===== src/btib_pkg.sv =====
/*
  Constants of the base timer with interrupt and buzzer outputs.
  Assumes a single clock domain and an AHB-Lite register bus.
*/
package btib_pkg;
  // Register indices; byte address is four times the index
  localparam logic [15:0] IDX_INPUT_SIGNAL_SELECT = 16'hfe5f;
  localparam logic [15:0] IDX_BASE_TIMER_CONTROL  = 16'hfe7f;
  localparam logic [15:0] IDX_IRQ_STATUS          = 16'hfe80;
  localparam logic [15:0] IDX_IRQ_MASK            = 16'hfe81;
  localparam logic [15:0] IDX_COUNT               = 16'hfe82;

  // Reset values
  localparam logic [7:0] RST_INPUT_SIGNAL_SELECT = 8'h00;
  localparam logic [7:0] RST_BASE_TIMER_CONTROL  = 8'h00;
  localparam logic [1:0] RST_IRQ                 = 2'h0;

  // Fields of base_timer_control
  localparam int BIT_INT0_FAST_PERIOD_SEL = 7;
  localparam int BIT_TIMER_RUN_CTRL       = 6;
  localparam int BIT_INT1_PERIOD_SEL_HI   = 5;
  localparam int BIT_INT1_PERIOD_SEL_LO   = 4;
  localparam int BIT_INT1_FLAG            = 3;
  localparam int BIT_INT1_ENABLE          = 2;
  localparam int BIT_INT0_FLAG            = 1;
  localparam int BIT_INT0_ENABLE          = 0;

  // Fields of input_signal_select
  localparam int BIT_CLK_SOURCE_SEL_HI = 5;
  localparam int BIT_CLK_SOURCE_SEL_LO = 4;
  localparam int BIT_BUZZER_ENABLE     = 3;

  // Clock source codes
  localparam logic [1:0] CLK_SRC_CYCLE = 2'h1;
  localparam logic [1:0] CLK_SRC_T0PS  = 2'h3;

  // Status and mask bits
  localparam int BIT_EVT_INT0 = 0;
  localparam int BIT_EVT_INT1 = 1;

  // Count register: bit that clears the counters on write
  localparam int BIT_COUNT_CLEAR = 0;

  // Counter widths
  localparam int LOW_W = 8;
  localparam int HIGH_W = 6;
  localparam int CNT_W = LOW_W + HIGH_W;

  // Period exponents: a period of 2**k input clocks
  localparam int K_INT0_SLOW = 14;
  localparam int K_INT0_FAST = 6;
  localparam int K_INT1_S00 = 5;
  localparam int K_INT1_S01 = 7;
  localparam int K_INT1_S10 = 9;
  localparam int K_INT1_S11 = 11;
  localparam int K_INT1_F10 = 1;
  localparam int K_INT1_F11 = 3;

  // Buzzer divides the input clock by 16: output is count bit 3
  localparam int BIT_BUZZER_TAP = 3;

  // AHB encodings
  localparam logic [1:0] HTRANS_NONSEQ = 2'h2;
  localparam logic [1:0] HTRANS_SEQ    = 2'h3;
endpackage


===== src/btib_tick_sel.sv =====
/*
  Input clock selector of the base timer: one-cycle tick per input clock.
  Assumes the timer 0 prescaler pulse is synchronous to hclk.
*/
module btib_tick_sel
  import btib_pkg::*;
(
  // Clock and reset
  input  wire logic       hclk,
  input  wire logic       hresetn,
  input  wire logic       ce,
  // Selection
  input  wire logic [1:0] src_sel,
  input  wire logic       t0_prescale_tick,
  // Tick out
  output logic            tick
);
  logic next_tick;

  always_comb begin
    case (src_sel)
      CLK_SRC_CYCLE: next_tick = 1'b1;
      CLK_SRC_T0PS:  next_tick = t0_prescale_tick;
      default:       next_tick = 1'b0;
    endcase
  end

  always_ff @(posedge hclk or negedge hresetn) begin
    if (!hresetn) begin
      tick <= 1'b0;
    end else if (ce) begin
      tick <= next_tick;
    end
  end
endmodule // btib_tick_sel


===== src/btib_top.sv =====
/*
  Base timer: 14-bit counter, two periodic interrupt flags, buzzer.
  Assumes an AHB-Lite master with single word transfers on hclk.
*/
// What this block does
// - Slow mode int1 period 32/128/512/2048 clocks
// - Int1 flag sets each period, sticky
// - Int0 flag sets each period, sticky
// - Int1 flag and enable request vector
// - Int0 flag and enable request vector
// - Rewriting int1 period code may set flag
// - Clock select 01 cycle, 11 prescaler
// - Buzzer enabled drives input clock / 16
// - Buzzer disabled holds output low
// - 8-bit counter carries into 6-bit, clearable
// - Run bit 0 stops timer at zero
module btib_top
  import btib_pkg::*;
(
  // Clock, reset, enable
  input  wire logic        hclk,
  input  wire logic        hresetn,
  input  wire logic        ce,
  // AHB-Lite slave
  input  wire logic        hsel,
  input  wire logic [31:0] haddr,
  input  wire logic [1:0]  htrans,
  input  wire logic        hwrite,
  input  wire logic [2:0]  hsize,
  input  wire logic [31:0] hwdata,
  input  wire logic        hready,
  output logic [31:0]      hrdata,
  output logic             hreadyout,
  output logic             hresp,
  // Timer input
  input  wire logic        t0_prescale_tick,
  // Outputs
  output logic             buzzer_pin,
  output logic             vector_req,
  output logic             irq
);
  // Control and state
  logic [7:0]        base_timer_control;
  logic [7:0]        next_base_timer_control;
  logic [7:0]        input_signal_select;
  logic [7:0]        next_input_signal_select;
  logic [1:0]        irq_status;
  logic [1:0]        next_irq_status;
  logic [1:0]        irq_mask;
  logic [1:0]        next_irq_mask;
  logic [CNT_W-1:0]  count;
  logic [CNT_W-1:0]  next_count;
  logic              buzzer_q;
  logic              next_buzzer;
  logic              vector_q;
  logic              next_vector;
  logic              irq_q;
  logic              next_irq;

  // Bus state
  logic              wr_pend;
  logic              next_wr_pend;
  logic [15:0]       wr_idx;
  logic [15:0]       next_wr_idx;
  logic [31:0]       rdata_q;
  logic [31:0]       next_rdata;

  // Helpers
  logic              tick;
  logic              advance;
  logic              evt0;
  logic              evt1;
  logic              acc;
  logic              addr_ok;
  logic [15:0]       acc_idx;
  logic              rd_status;
  logic              wr_btc;
  logic              wr_isl;
  logic              wr_mask;
  logic              wr_cnt;
  logic [7:0]        wd;
  logic [1:0]        src_sel;

  // True when the low k bits of a value are all zero
  function automatic logic low_zero(input logic [CNT_W-1:0] v,
                                    input int k);
    logic z;
    z = 1'b1;
    for (int i = 0; i < CNT_W; i++) begin
      if (i < k && v[i]) begin
        z = 1'b0;
      end
    end
    return z;
  endfunction

  // Period exponent of interrupt 1
  function automatic int int1_k(input logic fast, input logic [1:0] sel);
    int k;
    k = K_INT1_S00;
    case ({fast, sel})
      3'b000:  k = K_INT1_S00;
      3'b001:  k = K_INT1_S01;
      3'b010:  k = K_INT1_S10;
      3'b011:  k = K_INT1_S11;
      3'b100:  k = K_INT1_S00;
      3'b101:  k = K_INT1_S01;
      3'b110:  k = K_INT1_F10;
      3'b111:  k = K_INT1_F11;
      default: k = K_INT1_S00;
    endcase
    return k;
  endfunction

  assign src_sel = {input_signal_select[BIT_CLK_SOURCE_SEL_HI],
                    input_signal_select[BIT_CLK_SOURCE_SEL_LO]};

  btib_tick_sel u_tick_sel (
    .hclk             (hclk),
    .hresetn          (hresetn),
    .ce               (ce),
    .src_sel          (src_sel),
    .t0_prescale_tick (t0_prescale_tick),
    .tick             (tick)
  );

  // Address phase decode
  assign acc = hsel && hready &&
               (htrans == HTRANS_NONSEQ || htrans == HTRANS_SEQ);
  assign acc_idx = haddr[17:2];
  assign addr_ok = (haddr[31:18] == 14'h0000) && (haddr[1:0] == 2'h0);
  assign rd_status = acc && !hwrite && addr_ok &&
                     (acc_idx == IDX_IRQ_STATUS);

  // Data phase write strobes
  assign wd = hwdata[7:0];
  assign wr_btc  = wr_pend && (wr_idx == IDX_BASE_TIMER_CONTROL);
  assign wr_isl  = wr_pend && (wr_idx == IDX_INPUT_SIGNAL_SELECT);
  assign wr_mask = wr_pend && (wr_idx == IDX_IRQ_MASK);
  assign wr_cnt  = wr_pend && (wr_idx == IDX_COUNT);

  // Bus slave
  always_comb begin
    next_wr_pend = 1'b0;
    next_wr_idx  = wr_idx;
    next_rdata   = rdata_q;
    if (acc) begin
      next_wr_pend = hwrite && addr_ok;
      next_wr_idx  = acc_idx;
      next_rdata   = 32'h0000_0000;
      if (!hwrite && addr_ok) begin
        case (acc_idx)
          IDX_BASE_TIMER_CONTROL:
            next_rdata = {24'h00_0000, base_timer_control};
          IDX_INPUT_SIGNAL_SELECT:
            next_rdata = {24'h00_0000, input_signal_select};
          IDX_IRQ_STATUS: next_rdata = {30'h0000_0000, irq_status};
          IDX_IRQ_MASK:   next_rdata = {30'h0000_0000, irq_mask};
          IDX_COUNT:      next_rdata = {18'h0_0000, count};
          default:        next_rdata = 32'h0000_0000;
        endcase
      end
    end
  end

  always_ff @(posedge hclk or negedge hresetn) begin
    if (!hresetn) begin
      wr_pend   <= 1'b0;
      wr_idx    <= 16'h0000;
      rdata_q   <= 32'h0000_0000;
      hreadyout <= 1'b1;
      hresp     <= 1'b0;
    end else if (ce) begin
      wr_pend   <= next_wr_pend;
      wr_idx    <= next_wr_idx;
      rdata_q   <= next_rdata;
      hreadyout <= 1'b1;
      hresp     <= 1'b0;
    end
  end

  assign hrdata = rdata_q;

  // Counter
  always_comb begin
    advance    = tick && (base_timer_control[BIT_TIMER_RUN_CTRL] ||
                          count != '0);
    next_count = count;
    evt0       = 1'b0;
    evt1       = 1'b0;
    if (advance) begin
      // Low byte carries into the upper six bits
      next_count[LOW_W-1:0] = count[LOW_W-1:0] + 8'h01;
      if (count[LOW_W-1:0] == 8'hff) begin
        next_count[CNT_W-1:LOW_W] =
          count[CNT_W-1:LOW_W] + 6'h01;
      end
      evt1 = low_zero(next_count,
               int1_k(base_timer_control[BIT_INT0_FAST_PERIOD_SEL],
                      base_timer_control[BIT_INT1_PERIOD_SEL_HI:
                                         BIT_INT1_PERIOD_SEL_LO]));
      evt0 = low_zero(next_count,
               base_timer_control[BIT_INT0_FAST_PERIOD_SEL] ?
               K_INT0_FAST : K_INT0_SLOW);
    end
    if (wr_cnt && hwdata[BIT_COUNT_CLEAR]) begin
      next_count = '0;
    end
  end

  // Control registers and flags
  always_comb begin
    next_base_timer_control  = base_timer_control;
    next_input_signal_select = input_signal_select;
    next_irq_mask            = irq_mask;
    if (wr_isl) begin
      next_input_signal_select = wd;
    end
    if (wr_mask) begin
      next_irq_mask = hwdata[1:0];
    end
    if (wr_btc) begin
      next_base_timer_control[7:4] = wd[7:4];
      next_base_timer_control[BIT_INT1_ENABLE] = wd[BIT_INT1_ENABLE];
      next_base_timer_control[BIT_INT0_ENABLE] = wd[BIT_INT0_ENABLE];
      if (!wd[BIT_INT1_FLAG]) begin
        next_base_timer_control[BIT_INT1_FLAG] = 1'b0;
      end
      if (!wd[BIT_INT0_FLAG]) begin
        next_base_timer_control[BIT_INT0_FLAG] = 1'b0;
      end
      if (wd[5:4] != base_timer_control[5:4]) begin
        next_base_timer_control[BIT_INT1_FLAG] = 1'b1;
      end
    end
    // Period events win over a clearing write
    if (evt1) begin
      next_base_timer_control[BIT_INT1_FLAG] = 1'b1;
    end
    if (evt0) begin
      next_base_timer_control[BIT_INT0_FLAG] = 1'b1;
    end
  end

  // Sticky status, cleared by a read, events win
  always_comb begin
    next_irq_status = rd_status ? 2'h0 : irq_status;
    if (evt0) begin
      next_irq_status[BIT_EVT_INT0] = 1'b1;
    end
    if (evt1) begin
      next_irq_status[BIT_EVT_INT1] = 1'b1;
    end
    next_irq = |(next_irq_status & next_irq_mask);
    next_vector =
      (next_base_timer_control[BIT_INT1_FLAG] &&
       next_base_timer_control[BIT_INT1_ENABLE]) ||
      (next_base_timer_control[BIT_INT0_FLAG] &&
       next_base_timer_control[BIT_INT0_ENABLE]);
    next_buzzer = next_input_signal_select[BIT_BUZZER_ENABLE] &&
                  next_count[BIT_BUZZER_TAP];
  end

  always_ff @(posedge hclk or negedge hresetn) begin
    if (!hresetn) begin
      base_timer_control  <= RST_BASE_TIMER_CONTROL;
      input_signal_select <= RST_INPUT_SIGNAL_SELECT;
      irq_status          <= RST_IRQ;
      irq_mask            <= RST_IRQ;
      count               <= '0;
      buzzer_q            <= 1'b0;
      vector_q            <= 1'b0;
      irq_q               <= 1'b0;
    end else if (ce) begin
      base_timer_control  <= next_base_timer_control;
      input_signal_select <= next_input_signal_select;
      irq_status          <= next_irq_status;
      irq_mask            <= next_irq_mask;
      count               <= next_count;
      buzzer_q            <= next_buzzer;
      vector_q            <= next_vector;
      irq_q               <= next_irq;
    end
  end

  assign buzzer_pin = buzzer_q;
  assign vector_req = vector_q;
  assign irq        = irq_q;
endmodule // btib_top


===== config.mk =====
export PLATFORM = sky130hd
export DESIGN_NAME = btib_top
export DESIGN_NICKNAME = d
export VERILOG_FILES = /design/src/btib_pkg.sv /design/src/btib_tick_sel.sv /design/src/btib_top.sv
export SDC_FILE = /design/constraint.sdc
export NUM_CORES = 1
export LEC_CHECK = 0
export BUFFER_PORTS_ARGS = -buffer_cell sky130_fd_sc_hd__buf_2
export CORE_AREA = 2 2 95 97
export DETAILED_ROUTE_END_ITERATION = 7
export DIE_AREA = 0 0 97 99
export GPL_ROUTABILITY_DRIVEN = 1
export PLACE_DENSITY = 0.87
export SLEW_MARGIN = 20
export SYNTH_ARGS = -nofsm -noshare
export SYNTH_HDL_FRONTEND = slang
export SYNTH_HIERARCHICAL = 1
export SYNTH_SLANG_ARGS = --single-unit

===== constraint.sdc =====
create_clock -name hclk -period 2.2 [get_ports hclk]
set_input_delay 0.55 -clock hclk [delete_from_list [all_inputs] [get_ports hclk]]
set_output_delay 0.55 -clock hclk [all_outputs]
set_load 0.02 [all_outputs]

; Word level (Yosys, flattened, before mapping)
; Memory sizes are Yosys's and may differ from the RTL's.
; Index checks and enable logic that the tools add are counted.
[totals]
romBits = 24
inputBits = 76
out_inout_bits = 37
n_memories = 1
register_bits = 87
[classes]
bitwise = 1
mux = 51
magnitude_cmp = 28
eq_ne = 15
n_reduce_logical = 58
addsub = 2
[mem_list]
columns = memory, words, width, rd, rd_ports_with_merged_regs, wr, line_no
row1 = (no name shown), 8, 3, 1, 0, 0, btib_top.sv:101  ; case ({fast, sel})
[ops]
columns = operator, count
row1 = $lt 5x32->1 const A, 6
row2 = $eq 16x16->1 const B, 9
row3 = $lt 4x32->1 const A, 4
row4 = $pmux 14 s5, 1
row5 = $lt 3x32->1 const A, 2
row6 = $logic_and 1x1->1, 45
row7 = $mux 14, 3
row8 = $mux 1, 38
row9 = $lt 1x32->1 const A, 1
row10 = $lt 2x32->1 const A, 1
row11 = $mux 32, 1
row12 = $lt 4x4->1 const A, 6
row13 = $lt 3x4->1 const A, 4
row14 = $logic_not 14->1, 1
row15 = $reduce_bool 14->1, 1
row16 = $mux 4, 3
row17 = $mux 6, 2
row18 = $add 8x1->8 const B, 1
row19 = $eq 8x8->1 const B, 1
row20 = $lt 1x4->1 const A, 2
row21 = $lt 2x4->1 const A, 2
row22 = $reduce_and 2->1, 4
row23 = $add 6x1->6 const B, 1
row24 = $eq 2x2->1 const B, 3
row25 = other kinds (10), 13

; Logic depth before layout (Yosys ltp)
; Gate-level depths: netlist of run 1.
[logic_depth]
ltp_word = 24
mapped_depth = 9

; By module
; The synthesis of run 1 kept the hierarchy.
[modules_own_cells]
columns = module, cells_per_inst, n_inst, area_each_um2, seq_area_each_um2
row1 = btib_top, 392, 1, 3997.6, 1701.6
row2 = btib_tick_sel, 5, 1, 58.8, 25.0

; Worst setup path after synthesis of run 1
; Ideal clock, no wire load.
[synth_timing]
kind = reg-to-reg
from = register count[0]
to = register irq_q (netlist: irq)
stages_incl_launch_ff = 9
arrival_ns = 2.087
period_less_slack_ns = 2.225
setup_time_ns = 0.137
path_slack_ns = -0.025
cell_sequence = dfrtp_1 ha_1 buf_2 nand3_1 nor3_1 mux2i_1 nor4_4 o311ai_1 o211ai_2
[synth_via]
elab_chain_cells = 20
[synth_lines]
columns = element, line_no
row1 = start: declaration, btib_top.sv:51  ; logic [CNT_W-1:0] count;
row2 = start signal: assignment, btib_top.sv:279  ; count <= next_count;
row3 = $add 8x1->8, btib_top.sv:193  ; next_count[LOW_W-1:0] = count[LOW_W-1:0] + 8'h01;
row4 = $logic_and 1x1->1, btib_top.sv:90  ; if (i < k && v[i]) begin
row5 = $mux 1 (14 in series), btib_top.sv:90
row6 = $mux 1, btib_top.sv:191  ; if (advance) begin
row7 = "$mux 1, on equally long branches", "btib_top.sv:248, btib_top.sv:251"
row8 = $and 2x2->2 *, btib_top.sv:254  ; next_irq = |(next_irq_status & next_irq_mask);
row9 = $reduce_or 2->1 *, btib_top.sv:254
row10 = end signal: assignment, btib_top.sv:282  ; irq_q <= next_irq;
row11 = end: declaration, btib_top.sv:57  ; logic irq_q;
; Every way passes the cells marked *; elsewhere a longest branch is shown, timed or not. The select of a mux whose other input is x is not followed.
; A chain may end at the register's enable or synchronous reset.

; Worst setup path in the final report of run 1
[layout_timing]
from = register count[0]
to = register vector_q (netlist: vector_req)
[layout_via]
elab_chain_cells = 20
[layout_lines]
columns = element, line_no
row1 = $add 8x1->8, btib_top.sv:193
row2 = $logic_and 1x1->1, btib_top.sv:90
row3 = $mux 1 (14 in series), btib_top.sv:90
row4 = $mux 1, btib_top.sv:191
row5 = "$mux 1, on equally long branches", "btib_top.sv:237, btib_top.sv:240"
row6 = "$logic_and 1x1->1, on equally long branches", "btib_top.sv:256, btib_top.sv:258"
row7 = $logic_or 1x1->1 *, btib_top.sv:257  ; next_base_timer_control[BIT_INT1_ENABLE]) ||
row8 = end signal: assignment, btib_top.sv:281  ; vector_q <= next_vector;
row9 = end: declaration, btib_top.sv:55  ; logic vector_q;
; Marks and branches as above.

==> impl_metrics.json, run 1 <==
{
  "status": "finished, violations left",
  "violations": "negative setup slack",
  "grt_util_all_layers": 0.230,
  "htreeDepth": 3,
  "row_count": 34,
  "diodes": 0,
  "drt-total-wl_mm": 11.1,
  "ys_top_cells_by_count": "69 x dfrtp_1, 43 x mux2_2, 39 x nand2_1, 24 x buf_4, 20 x o21ai_0",
  "io_buffers": 64,
  "hold_ws_ps": 192,
  "p_clk_frac": 0.343,
  "syn_area_um2": 4060,
  "final.fill_count": 694,
  "yosys_warnings": 6,
  "layout_setup_ws_ps": -39.4,
  "slew_violations": 0,
  "syn_to_final_growth_pct": 24.3,
  "cts_buffer_depth": 2,
  "startpoint_type": "flip-flop",
  "coreArea_um2": 8550,
  "finalSetupTns_ps": -55.7,
  "antenna_found_initial": 0,
  "maxSlewHeadroom": 0.555,
  "syn_inst": 397,
  "rsz0062_at_grt": "yes",
  "place_congestion": 0.983,
  "rr_worst_depth": 8,
  "drc": 0,
  "hold_viol": 0,
  "routedWlPerCell_um": 18.2,
  "antenna_left": 0,
  "ys_types": 73,
  "fin_cells": 611,
  "synth-seq-cells": 69,
  "die_area_um2": 9600,
  "cts-buffers-inserted": 9,
  "p_comb_frac": 0.161,
  "hold_path_class": "in -> async",
  "cp-end-kind": "flip-flop",
  "dieWidth_um": 97,
  "first_iter_violations": 239,
  "cts_tree": "built",
  "grt_pass1_vias": 3664,
  "drive_above_1_share": 0.419,
  "grt_max_degree": 32,
  "fin_nets": 581,
  "cp.required_ps": 2470,
  "internal-power_w": 0.00213,
  "yosysSeqAreaShare": 0.426,
  "finalCritPeriodShare": 1.02,
  "maxCapViolCount": 0,
  "ctsHoldBuffers": 0,
  "synth_top_area_frac": 0.426,
  "top_level_ports": 113,
  "clk_root_buffer_cell": "clkbuf_8",
  "sw_frac_of_total": 0.282,
  "dp.cells": 593,
  "firstDrtPassIters": 5,
  "synthArstFlopShare": 1.00,
  "max_freq_mhz": 447,
  "min_period_ps": 2240,
  "clk_pin_slew_ps": 70,
  "final.setup_skew_ps": 9.01,
  "p_leak_nw": 2.28,
  "grt_remaining_overflow": 0,
  "final_core_util": 0.590,
  "die_h_um": 99,
  "setup-violations-final": 4,
  "p_switching_w": 0.000837,
  "place_ws_ps": -175,
  "synth_edf_count": 0,
  "synth_area_leaders": "dfrtp_1 43%, mux2_2 12%, buf_4 4.4%",
  "clock_latency_ps": 350,
  "yosysMostFrequentCell": "dfrtp_1",
  "vias": 3599,
  "critPathArrivalTime_ps": 2510,
  "power_density_nw_per_um2": 588,
  "synth_area_per_cell_um2": 10.2,
  "start_util": 0.474,
  "synth_top_cell_by_area": "dfrtp_1",
  "vdd_drop_max_v": 0.000330,
  "crit_type": "reg -> reg",
  "critPathMaxFanout": 7,
  "grt_pass1_wl_mm": 17.7,
  "hpwl_mm": 8.20,
  "pwr-share-seq": 0.496,
  "avgViaCountPerCell": 5.89,
  "ys.flop_type": "dfrtp_1",
  "tightest_slew_ps": 665,
  "cts_num_sinks": 69
}
[cell type report]
| cell class | instances | area, um2 | share of cell area |
|---|---|---|---|
| Clock buffer | 10 | 138 | 0.0273 |
| Sequential cell | 69 | 1730 | 0.344 |
| Clock inverter | 4 | 50.0 | 0.00993 |
| Timing Repair Buffer | 115 | 732 | 0.145 |
| Inverter | 17 | 63.8 | 0.0127 |
| Tap cell | 108 | 135 | 0.0268 |
| Multi-Input combinational cell | 288 | 2190 | 0.435 |
[through the flow]
stage | instance area [um2] | power [W]
3_3_place_gp | 4710 | 0.00188
4_1_cts | 4980 | 0.00295
6_report | 5040 | 0.00296
2_1_floorplan | 4130 | 0.00175
5_1_grt | 5040 | 0.00308
3_5_place_dp | 4710 | 0.00191
[power by group through the flow]
stage	clock network [W]	logic [W]	registers, W
floorplan	0	0.000296	0.00145
global placement	0	0.000414	0.00147
detailed placement	0	0.000433	0.00148
CTS	0.00103	0.000458	0.00146
global route	0.00109	0.000514	0.00148
finish	0.00102	0.000477	0.00147
[final timing paths]
kind / slack [ps] / endpoint / from
hold reg to reg: 500 / hrdata[3] / hrdata[3]
max in group asynchronous: 1460 / count[1] / hresetn
min in group hclk: 440 / wr_idx[9] / haddr[11]
setup reg to reg: -40 / vector_req / count[0]
setup / recovery: -40 / vector_req / count[0]
hold / removal: 190 / hrdata[13] / hresetn
[layout by cell type, fill, tap and decap left out, types with 3 or more instances in the layout]
master / Yosys / routed
nand3_1: 9 / 9
buf_2: 7 / 64
nor3_1: 15 / 13
nor4_1: 7 / 7
dfrtp_1: 69 / 65
xor2_1: 3 / 3
buf_4: 24 / 48
a21oi_1: 8 / 8
nand4_1: 9 / 9
a22oi_1: 6 / 6
or3_1: 3 / 3
xnor2_1: 5 / 5
mux2_2: 43 / 43
nor2_1: 14 / 14
dfrtp_2: 0 / 4
o211ai_1: 4 / 4
nor2b_1: 3 / 3
clkbuf_8: 0 / 10
nand2_1: 39 / 39
and3_1: 5 / 5
a22o_1: 8 / 8
inv_1: 17 / 16
o21ai_0: 20 / 20
mux2i_1: 5 / 5
conb_1: 2 / 20
[per-layer routing]
layer / track usage / vias up / share of wire
met5: 0 / - / 0
met4: 0.0986 / 0 / 0.033
met3: 0.0447 / 33 / 0.070
met2: 0.400 / 193 / 0.49
met1: 0.281 / 1748 / 0.40
li1: - / 1625 / -
[worst max-delay path, stage by stage (launching register included)]
cell      delay (ps)
dfrtp_2          450
ha_4             200
nand2_1           80
or4_1            460
o311a_2          180
o311ai_4         350
a221oi_2         120
buf_4            170
o211ai_2         150
[cell families after synthesis]
family,count (synthesis),share of synthesized area
AOI/OAI and AO/OA,81,0.156
xor gates and xnor gates,8,0.0173
adders and majority gates,5,0.0154
buffers and inverters,58,0.0783
DFF,69,0.426
muxes,48,0.132
other,2,0.00185
and+or+nand+nor,126,0.173
[repair_timing]
item	in CTS	in global routing
setup endpoints to repair	15	16
hold endpoints to repair	0	0
resized for setup	12	12
pin swaps	4	5
setup buffers	3	1
[state kept, by name, summed over array words and instances (netlist names)]
register,count
wr_pend,1
input_signal_select,8
vector_req,1
wr_idx,16
u_tick_sel/tick,1
irq_status,2
count,14
buzzer_pin,1
hrdata,14
irq,1
irq_mask,2
base_timer_control,8
Power figures use the tool's default switching activity.
==> inputs of run 2 (changes only) <==
Settings changed: PLACE_DENSITY 0.87 to default, PLACE_DENSITY_LB_ADDON from default to 0.1.
==> run 2 against run 1 <==
The flow now finishes without violations. Core utilization up 1.0 points. Non-clock buffer count grew 7. Count of clock-buffer cells in the layout unchanged. Largest power group unchanged. Clock power shrank 4%.
==> impl_metrics.json, run 2 (same netlist as run 1, synthesis figures left out) <==
{
  "max_freq_mhz": 455,
  "syn_to_final_growth_pct": 26.4,
  "cts-buffers-inserted": 9,
  "antenna_left": 0,
  "die_h_um": 99,
  "grt_max_degree": 42,
  "largest_register_ffs": 16,
  "clock_latency_ps": 350,
  "clk_root_buffer_cell": "clkbuf_8",
  "diodes": 0,
  "start_util": 0.474,
  "vias": 3412,
  "startpoint_type": "flip-flop",
  "dieWidth_um": 97,
  "cp_top_family": "simple AND/OR/NAND/NOR gates",
  "io_buffers": 64,
  "p_leak_nw": 2.32,
  "reg2reg_setup_slack_ps": 0.5,
  "top_level_ports": 113,
  "min_period_ps": 2200,
  "regMostFlops": "wr_idx",
  "power_density_nw_per_um2": 569,
  "grt_util_all_layers": 0.224,
  "maxCapViolCount": 0,
  "multi_input_area_um2": 2220,
  "vdd_drop_max_v": 0.000403,
  "place_congestion": 0.938,
  "critPathMaxFanout": 7,
  "die_area_um2": 9600,
  "htreeDepth": 3,
  "avgViaCountPerCell": 5.51,
  "hold_path_class": "in -> async",
  "crit_type": "reg -> reg",
  "seqCellArea_um2": 1730,
  "final.fill_count": 734,
  "row_count": 34,
  "grt_pass1_wl_mm": 16.9,
  "clk_pin_slew_ps": 70,
  "finalCritPeriodShare": 1.00,
  "antenna_found_initial": 0,
  "hpwl_mm": 7.89,
  "layout_commonest_cell": "dfrtp_1",
  "finalSetupTns_ps": 0,
  "routedWlPerCell_um": 16.9,
  "coreArea_um2": 8550,
  "grt_pass1_vias": 3365,
  "crit_path_top_delay_cell": "dfrtp_1",
  "critPathMaxStageDelay_ps": 470,
  "hold_viol": 0,
  "final.setup_skew_ps": 9.89,
  "setup-violations-final": 0,
  "path_buf_inv": 1,
  "rsz0062_at_grt": "yes",
  "drc": 0,
  "drt-total-wl_mm": 10.5,
  "critPathArrivalTime_ps": 2480,
  "layout_common_cells": "67 x dfrtp_1, 64 x buf_2, 51 x buf_4",
  "cts_tree": "built",
  "grt_remaining_overflow": 0,
  "cp-end-kind": "flip-flop",
  "firstDrtPassIters": 4,
  "crit_path_cell_trace": "nor3_1, nand2_1, a2111o_1, nor4_4, buf_4, nor3_2, a21oi_1",
  "fin_nets": 588,
  "hold_ws_ps": 31.2,
  "status": "finished clean",
  "first_iter_violations": 139,
  "place_area_um2": 4760,
  "final_cell_area_um2": 5130,
  "cts_num_sinks": 69,
  "cp.required_ps": 2480,
  "cts_buffer_depth": 2,
  "slew_violations": 0,
  "drive_above_1_share": 0.436,
  "tightest_slew_ps": 547,
  "maxSlewHeadroom": 0.632
}
-- run 2: cell count changes in the layout (fill, tap and decap cells not counted), moves of 2 or more --
cell      before  now
inv_2          1    3
buf_6          1    5
nor3_2         2    4
dfrtp_2        4    2
inv_1         16   14
buf_4         48   51
a21oi_1        8    6
a21oi_2        1    3
clkinv_2       1    3
dfrtp_1       65   67
-- run 2: what timing repair did --
action,4_1_cts,5_1_grt
setup buffers,4,1
gates resized for setup,13,22
hold buffers,0,0
pin swaps,8,13
endpoints found under the setup margin,5,11
-- run 2: final timing paths --
kind,cells past startpoint,startpoint,endpoint
worst max-delay path,7,count[4],irq_status[0]
worst min-delay path,1,hresetn,hrdata[10]
worst max register to register,7,count[4],irq_status[0]
worst min register to register,2,hrdata[6],hrdata[6]
max in group asynchronous,2,hresetn,count[1]
min in group hclk,2,haddr[13],wr_idx[11]
-- run 2: final cells by class --
class                      instances  area share
inverter                          17      0.0124
sequential                        69       0.337
multi-input combinational        288       0.433
clock buffer                      10      0.0249
timing repair buffer             122       0.156
clock inverter                     5      0.0102
tap                              108      0.0263
-- run 2: where the power goes --
| part | internal (W) | switching, W | total (W) |
|---|---|---|---|
| logic | 0.000227 | 0.000251 | 0.000479 |
| registers | 0.00137 | 0.0000856 | 0.00145 |
| clock network | 0.000511 | 0.000473 | 0.000984 |
-- run 2: per-stage QoR --
stage / worst slack (ps) / total power, W / utilization / std cells
after floorplan: 43.3 / 0.00175 / - / 415
after global placement: -22.8 / 0.00190 / 0.557 / 600
after detailed placement: -57.6 / 0.00191 / 0.557 / 600
after CTS: 7.58 / 0.00292 / 0.589 / 619
after global routing: -94.1 / 0.00307 / 0.600 / 619
final: 0.473 / 0.00292 / 0.600 / 619
-- run 2: metal layers --
metal,global-route usage,up-vias,part of all wire
li1,-,1647,-
met1,0.290,1661,0.43
met2,0.372,83,0.50
met3,0.0426,21,0.040
met4,0.0888,0,0.022
met5,0,-,0
==> inputs of run 3 (changes only) <==
Settings changed: CORE_AREA 2 2 95 97 to 2 2 89 91, DIE_AREA 0 0 97 99 to 0 0 91 93.
Clock period 2.2 ns to 2.8 ns, I/O delays scaled along.
==> run 3 against run 2 <==
Non-clock buffer count down 43. Largest power group unchanged. Worst setup slack better by 230 ps. Global-route usage up 1.8 points.
==> impl_metrics.json, run 3 (same netlist as run 1, synthesis figures left out) <==
{
  "grt_util_all_layers": 0.242,
  "hpwl_mm": 7.24,
  "drt-total-wl_mm": 9.77,
  "die_area_um2": 8460,
  "cp.required_ps": 3070,
  "start_util": 0.539,
  "maxSlewHeadroom": 0.515,
  "p_leak_nw": 2.07,
  "crit_path_top_delay_cell": "a2111o_1",
  "r2r_start": "count[1]",
  "cts-buffers-inserted": 9,
  "setup-violations-final": 0,
  "critPathMaxFanout": 10,
  "rr_worst_depth": 7,
  "finalCritPeriodShare": 0.917,
  "maxCapViolCount": 0,
  "min_period_ps": 2570,
  "vias": 3270,
  "cp_common_cell": "o211ai_1",
  "tightest_slew_ps": 725,
  "drc": 0,
  "antenna_found_initial": 0,
  "die_h_um": 93,
  "reg2reg_setup_slack_ps": 230,
  "grt_remaining_overflow": 0,
  "crit_type": "reg -> reg",
  "cts_buffer_depth": 2,
  "cts_tree": "built",
  "final.setup_skew_ps": 8.88,
  "grt_pass1_wl_mm": 16.0,
  "vdd_drop_max_v": 0.000285,
  "power_density_nw_per_um2": 473,
  "place_congestion": 0.953,
  "hold_viol": 0,
  "cts_resized": 0,
  "syn_to_final_growth_pct": 13.6,
  "fin_cells": 570,
  "max_freq_mhz": 389,
  "dp.cells": 555,
  "cp_top_family": "compound AO/OA/AOI/OAI gates",
  "row_count": 32,
  "io_buffers": 64,
  "status": "finished clean",
  "cts_setup_buffers": 0,
  "firstDrtPassIters": 5,
  "top_level_ports": 113,
  "finalSetupTns_ps": 0,
  "layout_common_cells": "69 x dfrtp_1, 64 x buf_2, 43 x mux2_2",
  "drive_above_1_share": 0.333,
  "clock_latency_ps": 350,
  "clk_root_buffer_cell": "clkbuf_8",
  "ctsHoldBuffers": 0,
  "dieWidth_um": 91,
  "largest_register_ffs": 16,
  "path_buf_inv": 0,
  "critPathArrivalTime_ps": 2840,
  "antenna_left": 0,
  "rsz0062_at_grt": "no",
  "grt_max_degree": 45,
  "cts_num_sinks": 69,
  "fin_nets": 545,
  "htreeDepth": 3,
  "grt_pass1_vias": 3135,
  "regMostFlops": "wr_idx",
  "first_iter_violations": 175,
  "startpoint_type": "flip-flop",
  "cp-end-kind": "flip-flop",
  "reg2reg_to": "vector_req",
  "diodes": 0,
  "hold_path_class": "in -> async",
  "crit_path_cell_trace": "ha_1, and3_1, o211ai_1, a2111o_1, nor4_4, o211ai_1, o211ai_2",
  "clk_pin_slew_ps": 80,
  "avgViaCountPerCell": 5.74,
  "slew_violations": 0,
  "coreArea_um2": 7530,
  "routedWlPerCell_um": 17.1,
  "layout_commonest_cell": "dfrtp_1",
  "critPathMaxStageDelay_ps": 530
}
-- run 3: changes by cell type in the layout (fill, tap and decap cells not counted), moves of 3 or more --
cell and delta:
ha_1 +4, nor3_1 +3, inv_1 +3, buf_6 -5
inv_2 -3, nor3_2 -3, buf_4 -37
-- run 3: metal layers --
layer  track usage  wire (um)  vias up
li1              -          -     1555
met3        0.0338        391       14
met4         0.104        173        0
met5             0          0        -
met2         0.404       4870       73
met1         0.317       4340     1628
-- run 3: report_power, final --
group	leakage [nW]	switching, W	internal, W
registers	0.894	0.0000736	0.00107
logic	1.09	0.000172	0.000135
clock network	0.0812	0.000388	0.000338
total	2.07	0.000634	0.00155
-- run 3: worst max path at each step --
stage            endpoint      from  slack [ps]  cells past startpoint
6_report       vector_req  count[1]         230                      7
5_1_grt               irq  count[1]          70                      7
4_1_cts        vector_req  count[1]         270                      7
3_5_place_dp          irq  count[1]         300                      7
3_3_place_gp          irq  count[1]         320                      7
2_1_floorplan   hrdata[7]  haddr[7]         550                      8
-- run 3: final cells by class --
cell class	count	area, um2
Fill cell	668	2920
Tap cell	102	128
Timing Repair Buffer	79	445
Inverter	17	63.8
Sequential cell	69	1730
Multi-Input combinational cell	288	2080
Clock inverter	4	25.0
Clock buffer	11	141
-- run 3: stage by stage --
stage / cell area (um2) / util / setup WS [ps] / power [W] / hold slack, ps
detailed placement: 4440 / 0.590 / 298 / 0.00147 / 469
finish: 4610 / 0.612 / 232 / 0.00218 / 351
global placement: 4440 / 0.590 / 316 / 0.00146 / 465
floorplan: 4120 / - / 554 / 0.00137 / 404
CTS: 4610 / 0.612 / 269 / 0.00219 / 364
global route: 4610 / 0.612 / 69.7 / 0.00228 / 401
